===== config.mk =====
export PLATFORM = sky130hd
export DESIGN_NAME = fcr_supervisor
export DESIGN_NICKNAME = d
export VERILOG_FILES = /design/src/rtl/fcr_pkg.sv /design/src/rtl/fcr_weak_if.sv /design/src/rtl/fcr_weak_loop.sv /design/src/rtl/fcr_supervisor.sv
export VERILOG_INCLUDE_DIRS = /design/src /design/src/rtl
export SDC_FILE = /design/constraint.sdc
export NUM_CORES = 1
export LEC_CHECK = 0
export ABC_AREA = 1
export BUFFER_PORTS_ARGS = -buffer_cell sky130_fd_sc_hd__buf_2
export CORE_MARGIN = 4
export CORE_UTILIZATION = 40
export CTS_CLUSTER_SIZE = 10
export DETAILED_ROUTE_END_ITERATION = 6
export PLACE_DENSITY = 0.55
export REMOVE_ABC_BUFFERS = 1
export SKIP_LAST_GASP = 1
export SYNTH_ARGS = -nofsm -noshare
export SYNTH_HDL_FRONTEND = slang
export SYNTH_SLANG_ARGS = --single-unit

===== constraint.sdc =====
create_clock -name sys_clk -period 11.8 [get_ports sys_clk]
set_input_delay 0.59 -clock sys_clk [delete_from_list [all_inputs] [get_ports sys_clk]]
set_output_delay 0.59 -clock sys_clk [all_outputs]
set_load 0.01 [all_outputs]

===== src/rtl/fcr_regs.svh =====
// Constants of the field current reference supervisor
`ifndef FCR_REGS_SVH
`define FCR_REGS_SVH

`define FCR_LVL_W         12
`define FCR_LVL_MAX       12'hFFF
`define FCR_LVL_ZERO      12'h000
`define FCR_TMR_ZERO      16'h0000
`define FCR_TMR_ONE       16'h0001
`define FCR_TMR_MAX       16'hFFFF
`define FCR_PCT_SHIFT     8
`define FCR_CANCEL_PCT    19'h00042
`define FCR_PCT_FULL      19'h00064
`define FCR_FALLBACK_VARM 2'h2
`define FCR_AUTOTUNE_RXI  4'h3
`define FCR_FB_ARMATURE   2'h0
`define FCR_FB_TACHO      2'h1
`define FCR_FB_ENCODER    2'h2
`define FCR_CLK_NS        20
`define FCR_MS_NS         1000000
`define FCR_MS_CYCLES     ((`FCR_MS_NS) / (`FCR_CLK_NS))
`define FCR_LOOP_CYCLES   8'h63
`define FCR_WEAK_STEP     12'h001
`define FCR_ALM_UNDER     0
`define FCR_ALM_OVERV     1
`define FCR_ALM_FBFAIL    2
`define FCR_ALM_N         3

`endif


===== src/rtl/fcr_pkg.sv =====
// Types of the field current reference supervisor
package fcr_pkg;
	typedef logic [11:0] fcr_level_t;
	typedef logic [15:0] fcr_time_t;
	typedef enum logic [2:0] {
		FCR_IDLE,
		FCR_FORCING,
		FCR_RUN,
		FCR_ECO_WAIT,
		FCR_ECONOMY
	} fcr_state_e;
endpackage : fcr_pkg


===== src/rtl/fcr_weak_if.sv =====
// Link between the supervisor and its back-EMF weakening loop
`timescale 1ns/1ps
interface fcr_weak_if;
	logic              enable;
	fcr_pkg::fcr_level_t emf_est;
	fcr_pkg::fcr_level_t emf_nom;
	fcr_pkg::fcr_level_t nominal;
	logic              at_floor;
	fcr_pkg::fcr_level_t weak_level;
	logic              want_down;

	modport ctrl (output enable, output emf_est, output emf_nom, output nominal, output at_floor,
		input weak_level, input want_down);
	modport loop (input enable, input emf_est, input emf_nom, input nominal, input at_floor,
		output weak_level, output want_down);
endinterface : fcr_weak_if


===== src/rtl/fcr_weak_loop.sv =====
// Back-EMF field weakening loop
`timescale 1ns/1ps
`include "fcr_regs.svh"
module fcr_weak_loop (
	input  wire logic sys_clk,
	input  wire logic rst_b,
	fcr_weak_if.loop  w
);
	logic [7:0]          tick_cnt_r;
	fcr_pkg::fcr_level_t weak_r;
	fcr_pkg::fcr_level_t weak_nxt;
	logic                want_r;

	wire tick     = (tick_cnt_r == `FCR_LOOP_CYCLES);
	wire emf_high = w.emf_est > w.emf_nom;
	wire can_up   = weak_r < w.nominal;
	wire go_up    = w.enable && emf_high && !w.at_floor && can_up;
	wire go_down  = (!w.enable || !emf_high) && (weak_r != `FCR_LVL_ZERO);

	// Field drops only while estimated EMF is above nominal
	assign weak_nxt = go_up   ? weak_r + `FCR_WEAK_STEP :
	                  go_down ? weak_r - `FCR_WEAK_STEP : weak_r;

	always_ff @(posedge sys_clk or negedge rst_b) begin
		if (!rst_b) begin
			tick_cnt_r <= 8'h00;
			weak_r     <= `FCR_LVL_ZERO;
			want_r     <= 1'b0;
		end else begin
			tick_cnt_r <= tick ? 8'h00 : tick_cnt_r + 8'h01;
			if (tick) begin
				weak_r <= weak_nxt;
				want_r <= w.enable && emf_high && w.at_floor;
			end
		end
	end

	assign w.weak_level = weak_r;
	assign w.want_down  = want_r;
endmodule : fcr_weak_loop


===== src/rtl/fcr_supervisor.sv =====
// Field current reference supervisor top
`timescale 1ns/1ps
`include "fcr_regs.svh"
module fcr_supervisor #(
	parameter int unsigned MS_CYCLES = `FCR_MS_CYCLES
) (
	input  wire logic                sys_clk,
	input  wire logic                rst_b,
	input  wire logic                run_cmd,
	input  wire fcr_pkg::fcr_level_t speed_ref,
	input  wire fcr_pkg::fcr_level_t speed_meas,
	input  wire fcr_pkg::fcr_level_t varm_meas,
	input  wire fcr_pkg::fcr_level_t iarm_meas,
	input  wire fcr_pkg::fcr_level_t nominal_field_setpoint,
	input  wire logic                forcing_enable,
	input  wire logic [7:0]          forcing_percentage,
	input  wire fcr_pkg::fcr_time_t  forcing_duration,
	input  wire logic                economy_enable,
	input  wire logic [7:0]          economy_percentage,
	input  wire fcr_pkg::fcr_time_t  economy_delay,
	input  wire fcr_pkg::fcr_level_t minimum_field_limit,
	input  wire fcr_pkg::fcr_level_t min_rotation_speed,
	input  wire logic                weakening_enable,
	input  wire fcr_pkg::fcr_level_t weakening_start_speed,
	input  wire fcr_pkg::fcr_level_t nominal_mains_voltage,
	input  wire fcr_pkg::fcr_level_t nominal_armature_voltage,
	input  wire fcr_pkg::fcr_level_t max_armature_voltage,
	input  wire logic [1:0]          feedback_select,
	input  wire logic                feedback_fail,
	input  wire logic [1:0]          feedback_fallback_select,
	input  wire logic [3:0]          autotune_selector,
	input  wire logic                autotune_start,
	input  wire logic                alarm_reset,
	output fcr_pkg::fcr_level_t      field_reference_monitor,
	output fcr_pkg::fcr_level_t      armature_voltage_limit,
	output fcr_pkg::fcr_level_t      nominal_emf,
	output logic                     forcing_active,
	output logic                     economy_active,
	output logic                     weakening_active,
	output logic                     armature_feedback_active,
	output logic                     autotune_done,
	output logic                     field_underlimit_alarm,
	output logic                     armature_overvoltage_alarm,
	output logic                     feedback_fail_alarm,
	output logic                     drive_lock
);
	fcr_weak_if wk ();

	// Saturating add and subtract helpers, and scaling helper
	function automatic fcr_pkg::fcr_level_t fcr_sub(input fcr_pkg::fcr_level_t a, input fcr_pkg::fcr_level_t b);
		fcr_sub = (a > b) ? a - b : `FCR_LVL_ZERO;
	endfunction : fcr_sub

	function automatic fcr_pkg::fcr_level_t fcr_add(input fcr_pkg::fcr_level_t a, input fcr_pkg::fcr_level_t b);
		logic [12:0] s;
		s = {1'b0, a} + {1'b0, b};
		fcr_add = s[12] ? `FCR_LVL_MAX : s[11:0];
	endfunction : fcr_add

	function automatic fcr_pkg::fcr_level_t fcr_pct(input fcr_pkg::fcr_level_t a, input logic [7:0] p);
		logic [19:0] m;
		m = a * p;
		fcr_pct = m[19:`FCR_PCT_SHIFT];
	endfunction : fcr_pct

	fcr_pkg::fcr_state_e state_r;
	fcr_pkg::fcr_state_e state_nxt;
	logic                run_d_r;
	logic [15:0]         ms_cnt_r;
	fcr_pkg::fcr_time_t  tmr_r;
	fcr_pkg::fcr_level_t drop_r;
	logic                tune_done_r;
	logic                fb_arm_r;
	logic [`FCR_ALM_N-1:0] alarm_r;
	logic [`FCR_ALM_N-1:0] alarm_set;
	logic                lock_r;
	fcr_pkg::fcr_level_t ref_r;
	fcr_pkg::fcr_level_t vlim_r;
	fcr_pkg::fcr_level_t emf_nom_r;
	logic                forcing_r;
	logic                economy_r;
	logic                weak_act_r;

	// Millisecond tick and state timer
	wire ms_tick   = (ms_cnt_r == 16'(MS_CYCLES - 1));
	wire run_rise  = run_cmd && !run_d_r;
	wire run_fall  = !run_cmd && run_d_r;
	wire tmr_frc   = (tmr_r >= forcing_duration);
	wire tmr_eco   = (tmr_r >= economy_delay);
	wire state_chg = (state_nxt != state_r);

	// Forcing cancel at 66% of mains rating
	wire [18:0] varm_scaled  = 19'(varm_meas) * `FCR_PCT_FULL;
	wire [18:0] mains_scaled = 19'(nominal_mains_voltage) * `FCR_CANCEL_PCT;
	wire        frc_cancel   = varm_scaled >= mains_scaled;
	wire        frc_end      = tmr_frc || frc_cancel || !forcing_enable;

	// Motor turning while stopped
	wire rotating = !run_cmd && (speed_meas >= min_rotation_speed);

	// Next state of the forcing / economy sequencer
	always_comb begin
		state_nxt = state_r;
		unique case (state_r)
			fcr_pkg::FCR_IDLE,
			fcr_pkg::FCR_ECONOMY: begin
				if (run_rise)
					state_nxt = forcing_enable ? fcr_pkg::FCR_FORCING : fcr_pkg::FCR_RUN;
			end
			fcr_pkg::FCR_FORCING: begin
				if (!run_cmd)
					state_nxt = economy_enable ? fcr_pkg::FCR_ECO_WAIT : fcr_pkg::FCR_IDLE;
				else if (frc_end)
					state_nxt = fcr_pkg::FCR_RUN;
			end
			fcr_pkg::FCR_RUN: begin
				if (run_fall || !run_cmd)
					state_nxt = economy_enable ? fcr_pkg::FCR_ECO_WAIT : fcr_pkg::FCR_IDLE;
			end
			fcr_pkg::FCR_ECO_WAIT: begin
				if (run_rise)
					state_nxt = forcing_enable ? fcr_pkg::FCR_FORCING : fcr_pkg::FCR_RUN;
				else if (!economy_enable)
					state_nxt = fcr_pkg::FCR_IDLE;
				else if (tmr_eco)
					state_nxt = fcr_pkg::FCR_ECONOMY;
			end
			default: state_nxt = fcr_pkg::FCR_IDLE;
		endcase
	end

	wire in_forcing = (state_r == fcr_pkg::FCR_FORCING);
	wire eco_state  = (state_r == fcr_pkg::FCR_ECONOMY);
	wire eco_apply  = eco_state && economy_enable && !run_cmd && !rotating;

	// Feedback source and weakening permission
	wire fb_speed  = (feedback_select == `FCR_FB_TACHO) || (feedback_select == `FCR_FB_ENCODER);
	wire fb_switch = feedback_fail && (feedback_fallback_select == `FCR_FALLBACK_VARM);
	wire weak_ok   = weakening_enable && fb_speed && !fb_arm_r;

	// Autotune of resistive drop and nominal back-EMF
	wire tune_sel  = (autotune_selector == `FCR_AUTOTUNE_RXI);
	wire tune_go   = autotune_start && tune_sel && !run_cmd;
	wire [23:0] drop_prod = drop_r * iarm_meas;
	wire fcr_pkg::fcr_level_t drop_term = drop_prod[23:12];
	wire fcr_pkg::fcr_level_t emf_est  = fcr_sub(varm_meas, drop_term);
	wire fcr_pkg::fcr_level_t emf_nom  = fcr_sub(nominal_armature_voltage, drop_r);

	// Reference build: weakening, forcing or economy, then clamp
	wire fcr_pkg::fcr_level_t base_ref =
		weak_ok ? fcr_sub(nominal_field_setpoint, wk.weak_level) : nominal_field_setpoint;
	wire fcr_pkg::fcr_level_t boost    = fcr_pct(base_ref, forcing_percentage);
	wire fcr_pkg::fcr_level_t cut      = fcr_pct(base_ref, economy_percentage);
	wire fcr_pkg::fcr_level_t adj_ref  =
		in_forcing ? fcr_add(base_ref, boost) :
		eco_apply  ? fcr_sub(base_ref, cut) : base_ref;
	wire below_floor = run_cmd && (adj_ref <= minimum_field_limit);
	wire floor_hit   = run_cmd && (adj_ref < minimum_field_limit);
	wire fcr_pkg::fcr_level_t fin_ref  =
		floor_hit ? minimum_field_limit : adj_ref;

	// Loop connection
	assign wk.enable   = weak_ok && run_cmd && (speed_ref >= weakening_start_speed);
	assign wk.emf_est  = emf_est;
	assign wk.emf_nom  = emf_nom;
	assign wk.nominal  = nominal_field_setpoint;
	assign wk.at_floor = below_floor;

	fcr_weak_loop u_loop (
		.sys_clk (sys_clk),
		.rst_b   (rst_b),
		.w       (wk.loop)
	);

	// Alarm sources
	assign alarm_set[`FCR_ALM_UNDER]  = wk.want_down && run_cmd;
	assign alarm_set[`FCR_ALM_OVERV]  = varm_meas > max_armature_voltage;
	assign alarm_set[`FCR_ALM_FBFAIL] = feedback_fail && !fb_switch;
	wire   lock_nxt = (|alarm_set) || ((|alarm_r) && !alarm_reset);

	// Sticky alarms, set wins over reset
	genvar gi;
	generate
		for (gi = 0; gi < `FCR_ALM_N; gi++) begin : g_alarm
			always_ff @(posedge sys_clk or negedge rst_b) begin
				if (!rst_b)
					alarm_r[gi] <= 1'b0;
				else
					alarm_r[gi] <= alarm_set[gi] || (alarm_r[gi] && !alarm_reset);
			end
		end
	endgenerate

	// Sequencer and edge memory
	always_ff @(posedge sys_clk or negedge rst_b) begin
		if (!rst_b) begin
			state_r <= fcr_pkg::FCR_IDLE;
			run_d_r <= 1'b0;
		end else begin
			state_r <= state_nxt;
			run_d_r <= run_cmd;
		end
	end

	// Millisecond prescaler and state timer, restart on state change
	always_ff @(posedge sys_clk or negedge rst_b) begin
		if (!rst_b) begin
			ms_cnt_r <= `FCR_TMR_ZERO;
			tmr_r    <= `FCR_TMR_ZERO;
		end else begin
			ms_cnt_r <= (ms_tick || state_chg) ? `FCR_TMR_ZERO : ms_cnt_r + `FCR_TMR_ONE;
			if (state_chg)
				tmr_r <= `FCR_TMR_ZERO;
			else if (ms_tick && tmr_r != `FCR_TMR_MAX)
				tmr_r <= tmr_r + `FCR_TMR_ONE;
		end
	end

	// Autotune result
	always_ff @(posedge sys_clk or negedge rst_b) begin
		if (!rst_b) begin
			drop_r      <= `FCR_LVL_ZERO;
			tune_done_r <= 1'b0;
		end else if (tune_go) begin
			drop_r      <= varm_meas;
			tune_done_r <= 1'b1;
		end
	end

	// Feedback fallback latch, switch wins over reset
	always_ff @(posedge sys_clk or negedge rst_b) begin
		if (!rst_b)
			fb_arm_r <= 1'b0;
		else if (fb_switch)
			fb_arm_r <= 1'b1;
		else if (alarm_reset && !feedback_fail)
			fb_arm_r <= 1'b0;
	end

	// Registered reference and limits
	always_ff @(posedge sys_clk or negedge rst_b) begin
		if (!rst_b) begin
			ref_r     <= `FCR_LVL_ZERO;
			vlim_r    <= `FCR_LVL_ZERO;
			emf_nom_r <= `FCR_LVL_ZERO;
		end else begin
			ref_r     <= fin_ref;
			vlim_r    <= max_armature_voltage;
			emf_nom_r <= emf_nom;
		end
	end

	// Registered status flags
	always_ff @(posedge sys_clk or negedge rst_b) begin
		if (!rst_b) begin
			forcing_r  <= 1'b0;
			economy_r  <= 1'b0;
			weak_act_r <= 1'b0;
		end else begin
			forcing_r  <= in_forcing;
			economy_r  <= eco_apply;
			weak_act_r <= wk.enable;
		end
	end

	// Drive lock, set wins over reset
	always_ff @(posedge sys_clk or negedge rst_b) begin
		if (!rst_b)
			lock_r <= 1'b0;
		else
			lock_r <= lock_nxt;
	end

	assign field_reference_monitor    = ref_r;
	assign armature_voltage_limit     = vlim_r;
	assign nominal_emf                = emf_nom_r;
	assign forcing_active             = forcing_r;
	assign economy_active             = economy_r;
	assign weakening_active           = weak_act_r;
	assign armature_feedback_active   = fb_arm_r;
	assign autotune_done              = tune_done_r;
	assign field_underlimit_alarm     = alarm_r[`FCR_ALM_UNDER];
	assign armature_overvoltage_alarm = alarm_r[`FCR_ALM_OVERV];
	assign feedback_fail_alarm        = alarm_r[`FCR_ALM_FBFAIL];
	assign drive_lock                 = lock_r;
endmodule : fcr_supervisor


==> results of run 1 <==
[Yosys cell counts (all sizes together), types with 10 or more instances]
library cell,instances
inv,678
nand2,639
buf,10
a31oi,15
nand4,31
nor3,39
a21o,12
ha,378
o21ai,127
nor2,314
o21bai,18
nand3,100
xor2,74
nor4,10
dfrtp,114
a21oi,185
fa,231
xnor2,38
a211oi,10
clkbuf,39
[worst max path at each step]
stage	startpoint	to	slack [ps]	cells after the start
3_5_place_dp	nominal_field_setpoint[0]	u_loop.w.weak_level[10]$_DFFE_PN0P_	660	61
6_report	drop_r[8]$_DFFE_PN0P_	u_loop.w.weak_level[10]$_DFFE_PN0P_	920	51
5_1_grt	u_loop.w.weak_level[0]$_DFFE_PN0P_	u_loop.w.weak_level[10]$_DFFE_PN0P_	40	60
3_3_place_gp	nominal_field_setpoint[0]	u_loop.w.weak_level[10]$_DFFE_PN0P_	980	58
4_1_cts	u_loop.w.weak_level[0]$_DFFE_PN0P_	u_loop.w.weak_level[10]$_DFFE_PN0P_	910	59
2_1_floorplan	nominal_field_setpoint[0]	u_loop.w.weak_level[10]$_DFFE_PN0P_	1950	55
[report_power, final]
group,switching [W],total (W),internal [W]
Combinational,0.00433,0.00707,0.00274
Sequential,0.0000533,0.000499,0.000446
Clock,0.000211,0.000514,0.000303
[flip-flops by register name, indices dropped and copies added, names as in the netlist, 3 cells and up]
register and flops:
u_loop.tick_cnt_r 8, u_loop.w.weak_level 12, tmr_r 16, ms_cnt_r 16, nominal_emf 12, state_r 3
field_reference_monitor 12, armature_voltage_limit 12, drop_r 12
[logic make-up (layout without fill, tap and decap cells)]
logic type	after synthesis	count (layout)
simple gates	1158	1158
buf+inv	733	988
fa+ha+maj	609	609
compound gates	396	396
flops	114	114
xor+xnor	112	112
other cells	0	3
[per-layer routing]
metal | GRT usage (%) | up-vias | routed length [um]
met2 | 37.8 | 565 | 31600
met5 | 0 | - | 36
met4 | 6.21 | 6 | 1790
met3 | 3.79 | 121 | 4340
met1 | 29.1 | 9855 | 29500
li1 | - | 10265 | -
[through the flow]
step	worst slack [ps]	std cells	util [%]	hold slack (ps)	power [W]
finish	922	4136	45.5	173	0.00808
global route	35.9	4134	45.5	218	0.00913
CTS	907	4129	45.4	182	0.00811
detailed placement	658	4097	44.4	446	0.00753
global placement	983	4097	44.4	445	0.00743
floorplan	1950	3073	-	294	0.00583
[cell type report]
cell class	count	area, sq um	share of cell area (%)
Timing Repair inverter	1	5.00	0.0194
Antenna cell	3	7.51	0.0291
Clock inverter	13	128	0.494
Timing Repair Buffer	271	1430	5.55
Inverter	684	2570	9.96
Multi-Input combinational cell	2275	17400	67.5
Clock buffer	19	453	1.75
Sequential cell	114	2850	11.1
Tap cell	756	946	3.66
[timing repair]
action	4_1_cts	5_1_grt
resized for setup	0	4
setup buffers	0	3
setup endpoints to repair	0	3
[worst max-delay path: cells and delay by family, from the launching register on]
kind                     cells  cell delay, ps
buffers and inverters        6             500
flip-flops                   1             830
XOR/XNOR                     2             220
adder cells (fa/ha/maj)      9            3880
AO/OA/AOI/OAI               11            2210
AND/OR/NAND/NOR             23            3060
==> results.toml, run 1 <==
[synthesis]
post_synth_and_or_nand_nor_area_fraction_pct = 21.0
synth_edf_count = 0
synth_seq_cells = 114
ys.flop_type = "dfrtp_1"
yosys-top-cells-area = "ha_1 (21%), fa_1 (20%), dfrtp_1 (12%)"
synth_top_family_by_area = "adder cells"
synthArstFlopShare_pct = 100
yosys_warnings = 0
synth_cell_types = 57
syn_avg_cell_area_sq_um = 7.38
synth_compound_area_share_pct = 9.75
synth_cells = 3122
synthAdderAreaFrac_pct = 40.6
synthesis.area_sq_um = 23000
synth_xor_area_share_pct = 4.26
netlist.area_leader.share_pct = 20.5
synth_mux_area_share_pct = 0
yosysTopAreaCell = "ha_1"
synth.yosys.seq_area_share_pct = 12.4

[timing]
fmaxAchievable_mhz = 91.9
finalSetupTns_ps = 0
fin_skew_ps = 10.3
relSlewSlack_pct = 30.0
hold_violations = 0
slew_violations = 0
rsz0062_at_grt = "no"
tightest_slew_ps = 1050
setup-violations-final = 0
fin_crit_ps = 10880
period_share_pct = 92.2

[global_route]
grt_max_degree = 68
grt_pass1_wl_um = 109000
grt_pass1_vias = 21415
track_usage_pct = 22.2
antenna_found_initial = 9
grt_overflow_total = 0

[cells_and_area]
drive_gt1_share_pct = 10.6
area_growth_pct = 12.0
final_common_cell = "inv_1"
fin_nets = 4170
final_cell_mix = "inv_1 (672), nand2_1 (624), ha_1 (378)"
num-fill-cells = 5739
final_cell_area_sq_um = 25800

[clock_network]
clock_path_buffers = 2
root_buffer = "clkbuf_16"
cts_tree = "done"
hold_buffers = 0
clk_latency_ps = 440
h-tree-depth = 4
cts.sinks = 114
cts_buffers = 17
clk_pin_slew_ps = 70

[power]
vdd_ir_drop_max_uv = 439
powerDensity_nw_per_um2 = 313
p_leak_nw = 14.5

[setup_path]
critPathLaunchType = "flop"
critical_path.slowest_cell = "dfrtp_1"
rr_worst_depth = 51
critPathCaptureType = "flop"
slowest_delay_ps = 830
rrSetupSlack_ps = 920
path_common_cell = "nand2_1"
r2r_end = "u_loop.w.weak_level[10]$_DFFE_PN0P_"
reg2reg_from = "drop_r[8]$_DFFE_PN0P_"
path_max_fanout = 14
cp.required_ps = 12100
cp.arrival_ps = 11170
worstSetupPathType = "flop to flop"

[floorplanning]
dieArea_sq_um = 61500
initial_core_util_pct = 40.6
placementRows = 87
io_pins = 242
core_area_sq_um = 56700
die_h_um = 248
die_x_um = 248

[place]
place_area_sq_um = 25200
place_hpwl_um = 57000
place_congestion = 0.918
port_buffers = 241

[drt]
drt_iter0_markers = 1058
avgViaCountPerCell = 5.03
drt-total-wl_um = 67300
drc = 0
routedWlPerCell_um = 16.3
ant_nets = 0
via_count = 20812
dr.pass1.iters = 6

[hold_path]
hold_path.class = "input port to async pin"

[flow_run]
drv_cap = 0

[outcome]
status = "finished clean"
No activity file was read; power rests on OpenSTA's default activity.
==> run 2, diff against run 1 <==
CORE_UTILIZATION = 50   (was 40)
PLACE_DENSITY = 0.66   (was 0.55)
==> results.toml, run 2 (synthesis gave the netlist of run 1 again) <==
[setup_path]
worstSetupPathType = "flop to flop"
path_max_fanout = 14
slowest_delay_ps = 820
critical_path.slowest_cell = "dfrtp_1"
path_common_cell = "nand2_1"
rr_worst_depth = 53
critPathCaptureType = "flop"
critPathLaunchType = "flop"
rrSetupSlack_ps = 820
cp.required_ps = 12080
reg2reg_from = "drop_r[8]$_DFFE_PN0P_"
cp.arrival_ps = 11260
r2r_end = "u_loop.w.weak_level[10]$_DFFE_PN0P_"

[drt]
avgViaCountPerCell = 5.30
drt_iter0_markers = 1203
drc = 0
ant_nets = 0
drt-total-wl_um = 64500
dr.pass1.iters = 5
via_count = 21048
routedWlPerCell_um = 16.2

[clock_network]
h-tree-depth = 4
cts_tree = "done"
clk_pin_slew_ps = 60
root_buffer = "clkbuf_16"
clock_path_buffers = 2
clk_latency_ps = 430
cts_buffers = 17
cts.sinks = 114
hold_buffers = 0

[cells_and_area]
final_cell_mix = "inv_1 (668), nand2_1 (623), ha_1 (378)"
final_common_cell = "inv_1"
area_growth_pct = 11.4
fin_nets = 4161
top_regs = "ms_cnt_r x16, tmr_r x16"
drive_gt1_share_pct = 10.6
num-fill-cells = 4352
instances_no_fill = 3973

[timing]
setup-violations-final = 0
fin_skew_ps = 12.2
relSlewSlack_pct = 32.3
hold_violations = 0
tightest_slew_ps = 1020
fin_crit_ps = 10980
period_share_pct = 93.0
slew_violations = 0
rsz0062_at_grt = "no"
fmaxAchievable_mhz = 91.1
finalSetupTns_ps = 0
holdWs_ps = 134

[power]
p_leak_nw = 14.5
p_comb_share_pct = 86.7
powerDensity_nw_per_um2 = 318
internal_power_w = 0.00356
netSwitchingFraction_pct = 56.4
clkPwrFrac_pct = 7.2
p_seq_share_pct = 6.2
p_sw_w = 0.00461
p_total_w = 0.00817
vdd_ir_drop_max_uv = 359

[global_route]
grt_pass1_vias = 21105
grt_overflow_total = 0
grt_pass1_wl_um = 105000
grt_max_degree = 77
track_usage_pct = 25.7
antenna_found_initial = 6

[place]
place_congestion = 0.951
port_buffers = 241
place_hpwl_um = 54200
dp_cells = 3933

[floorplanning]
die_h_um = 223
placementRows = 78
core_area_sq_um = 45500
io_pins = 242
dieArea_sq_um = 49600
initial_core_util_pct = 50.7
die_x_um = 223

[hold_path]
hold_path.class = "input port to async pin"

[outcome]
status = "finished clean"

[flow_run]
drv_cap = 0
## run 2: cell types whose count changed in the layout (fill, tap and decap cells not counted), sizes merged
cell      before  now
buf          271  263
bufinv         1    5
inv          680  676
clkbuf        19   17
clkinvlp       5    7
diode          3    5
clkinv        12   11
## run 2: through the flow
stage | setup slack, ps | area (sq um) | util, %
6_report | 820 | 25700 | 56.4
5_1_grt | 24.5 | 25700 | 56.4
4_1_cts | 716 | 25600 | 56.3
3_5_place_dp | 547 | 24900 | 54.8
3_3_place_gp | 791 | 24900 | 54.8
2_1_floorplan | 1950 | 22800 | -
## run 2: worst max-delay path by stage
| stage | start | end | slack, ps | depth (start not counted) |
|---|---|---|---|---|
| final | drop_r[8]$_DFFE_PN0P_ | u_loop.w.weak_level[10]$_DFFE_PN0P_ | 820 | 53 |
| after global routing | u_loop.w.weak_level[0]$_DFFE_PN0P_ | u_loop.w.weak_level[10]$_DFFE_PN0P_ | 20 | 60 |
| after CTS | drop_r[8]$_DFFE_PN0P_ | u_loop.w.weak_level[10]$_DFFE_PN0P_ | 720 | 53 |
| after detailed placement | nominal_field_setpoint[0] | u_loop.w.weak_level[10]$_DFFE_PN0P_ | 550 | 61 |
| after global placement | nominal_field_setpoint[0] | u_loop.w.weak_level[10]$_DFFE_PN0P_ | 790 | 58 |
| after floorplan | nominal_field_setpoint[0] | u_loop.w.weak_level[10]$_DFFE_PN0P_ | 1950 | 55 |
## run 2: repair_timing
| item | in CTS | in global routing |
|---|---|---|
| endpoints found under the hold margin | 0 | 0 |
| resized for setup | 0 | 10 |
| buffers inserted | 0 | 3 |
| setup endpoints to repair | 0 | 4 |
## run 2: area by class of cell
| cell class | instances | area, sq um | area share (%) |
|---|---|---|---|
| timing repair buffer | 263 | 1370 | 5.35 |
| antenna | 5 | 12.5 | 0.0488 |
| inverter | 684 | 2590 | 10.1 |
| clock inverter | 15 | 231 | 0.902 |
| clock buffer | 17 | 425 | 1.66 |
| sequential | 114 | 2850 | 11.1 |
| tap | 600 | 751 | 2.93 |
| multi-input combinational | 2275 | 17400 | 67.9 |
## run 2: critical path: cells and delay by family (launching register included)
family | cells | cell delay, ps
and+or+nand+nor | 25 | 3050
xor gates and xnor gates | 2 | 340
AOI/OAI and AO/OA | 11 | 2280
buffers and inverters | 6 | 360
DFF | 1 | 820
adders and majority gates | 9 | 4000
## run 2: routing by layer
| metal | routed length (um) | GRT usage, % |
|---|---|---|
| met4 | 2450 | 9.33 |
| met2 | 30700 | 43.9 |
| met5 | 8 | 0 |
| met3 | 3660 | 3.40 |
| met1 | 27700 | 33.6 |
## run 2: power groups by stage
stage | sequential, W | clock [W] | combinational, W
floorplan | 0.000513 | 0 | 0.00532
global placement | 0.000507 | 0 | 0.00683
detailed placement | 0.000508 | 0 | 0.00696
CTS | 0.000502 | 0.000595 | 0.00704
global route | 0.000507 | 0.000615 | 0.00807
finish | 0.000503 | 0.000586 | 0.00708
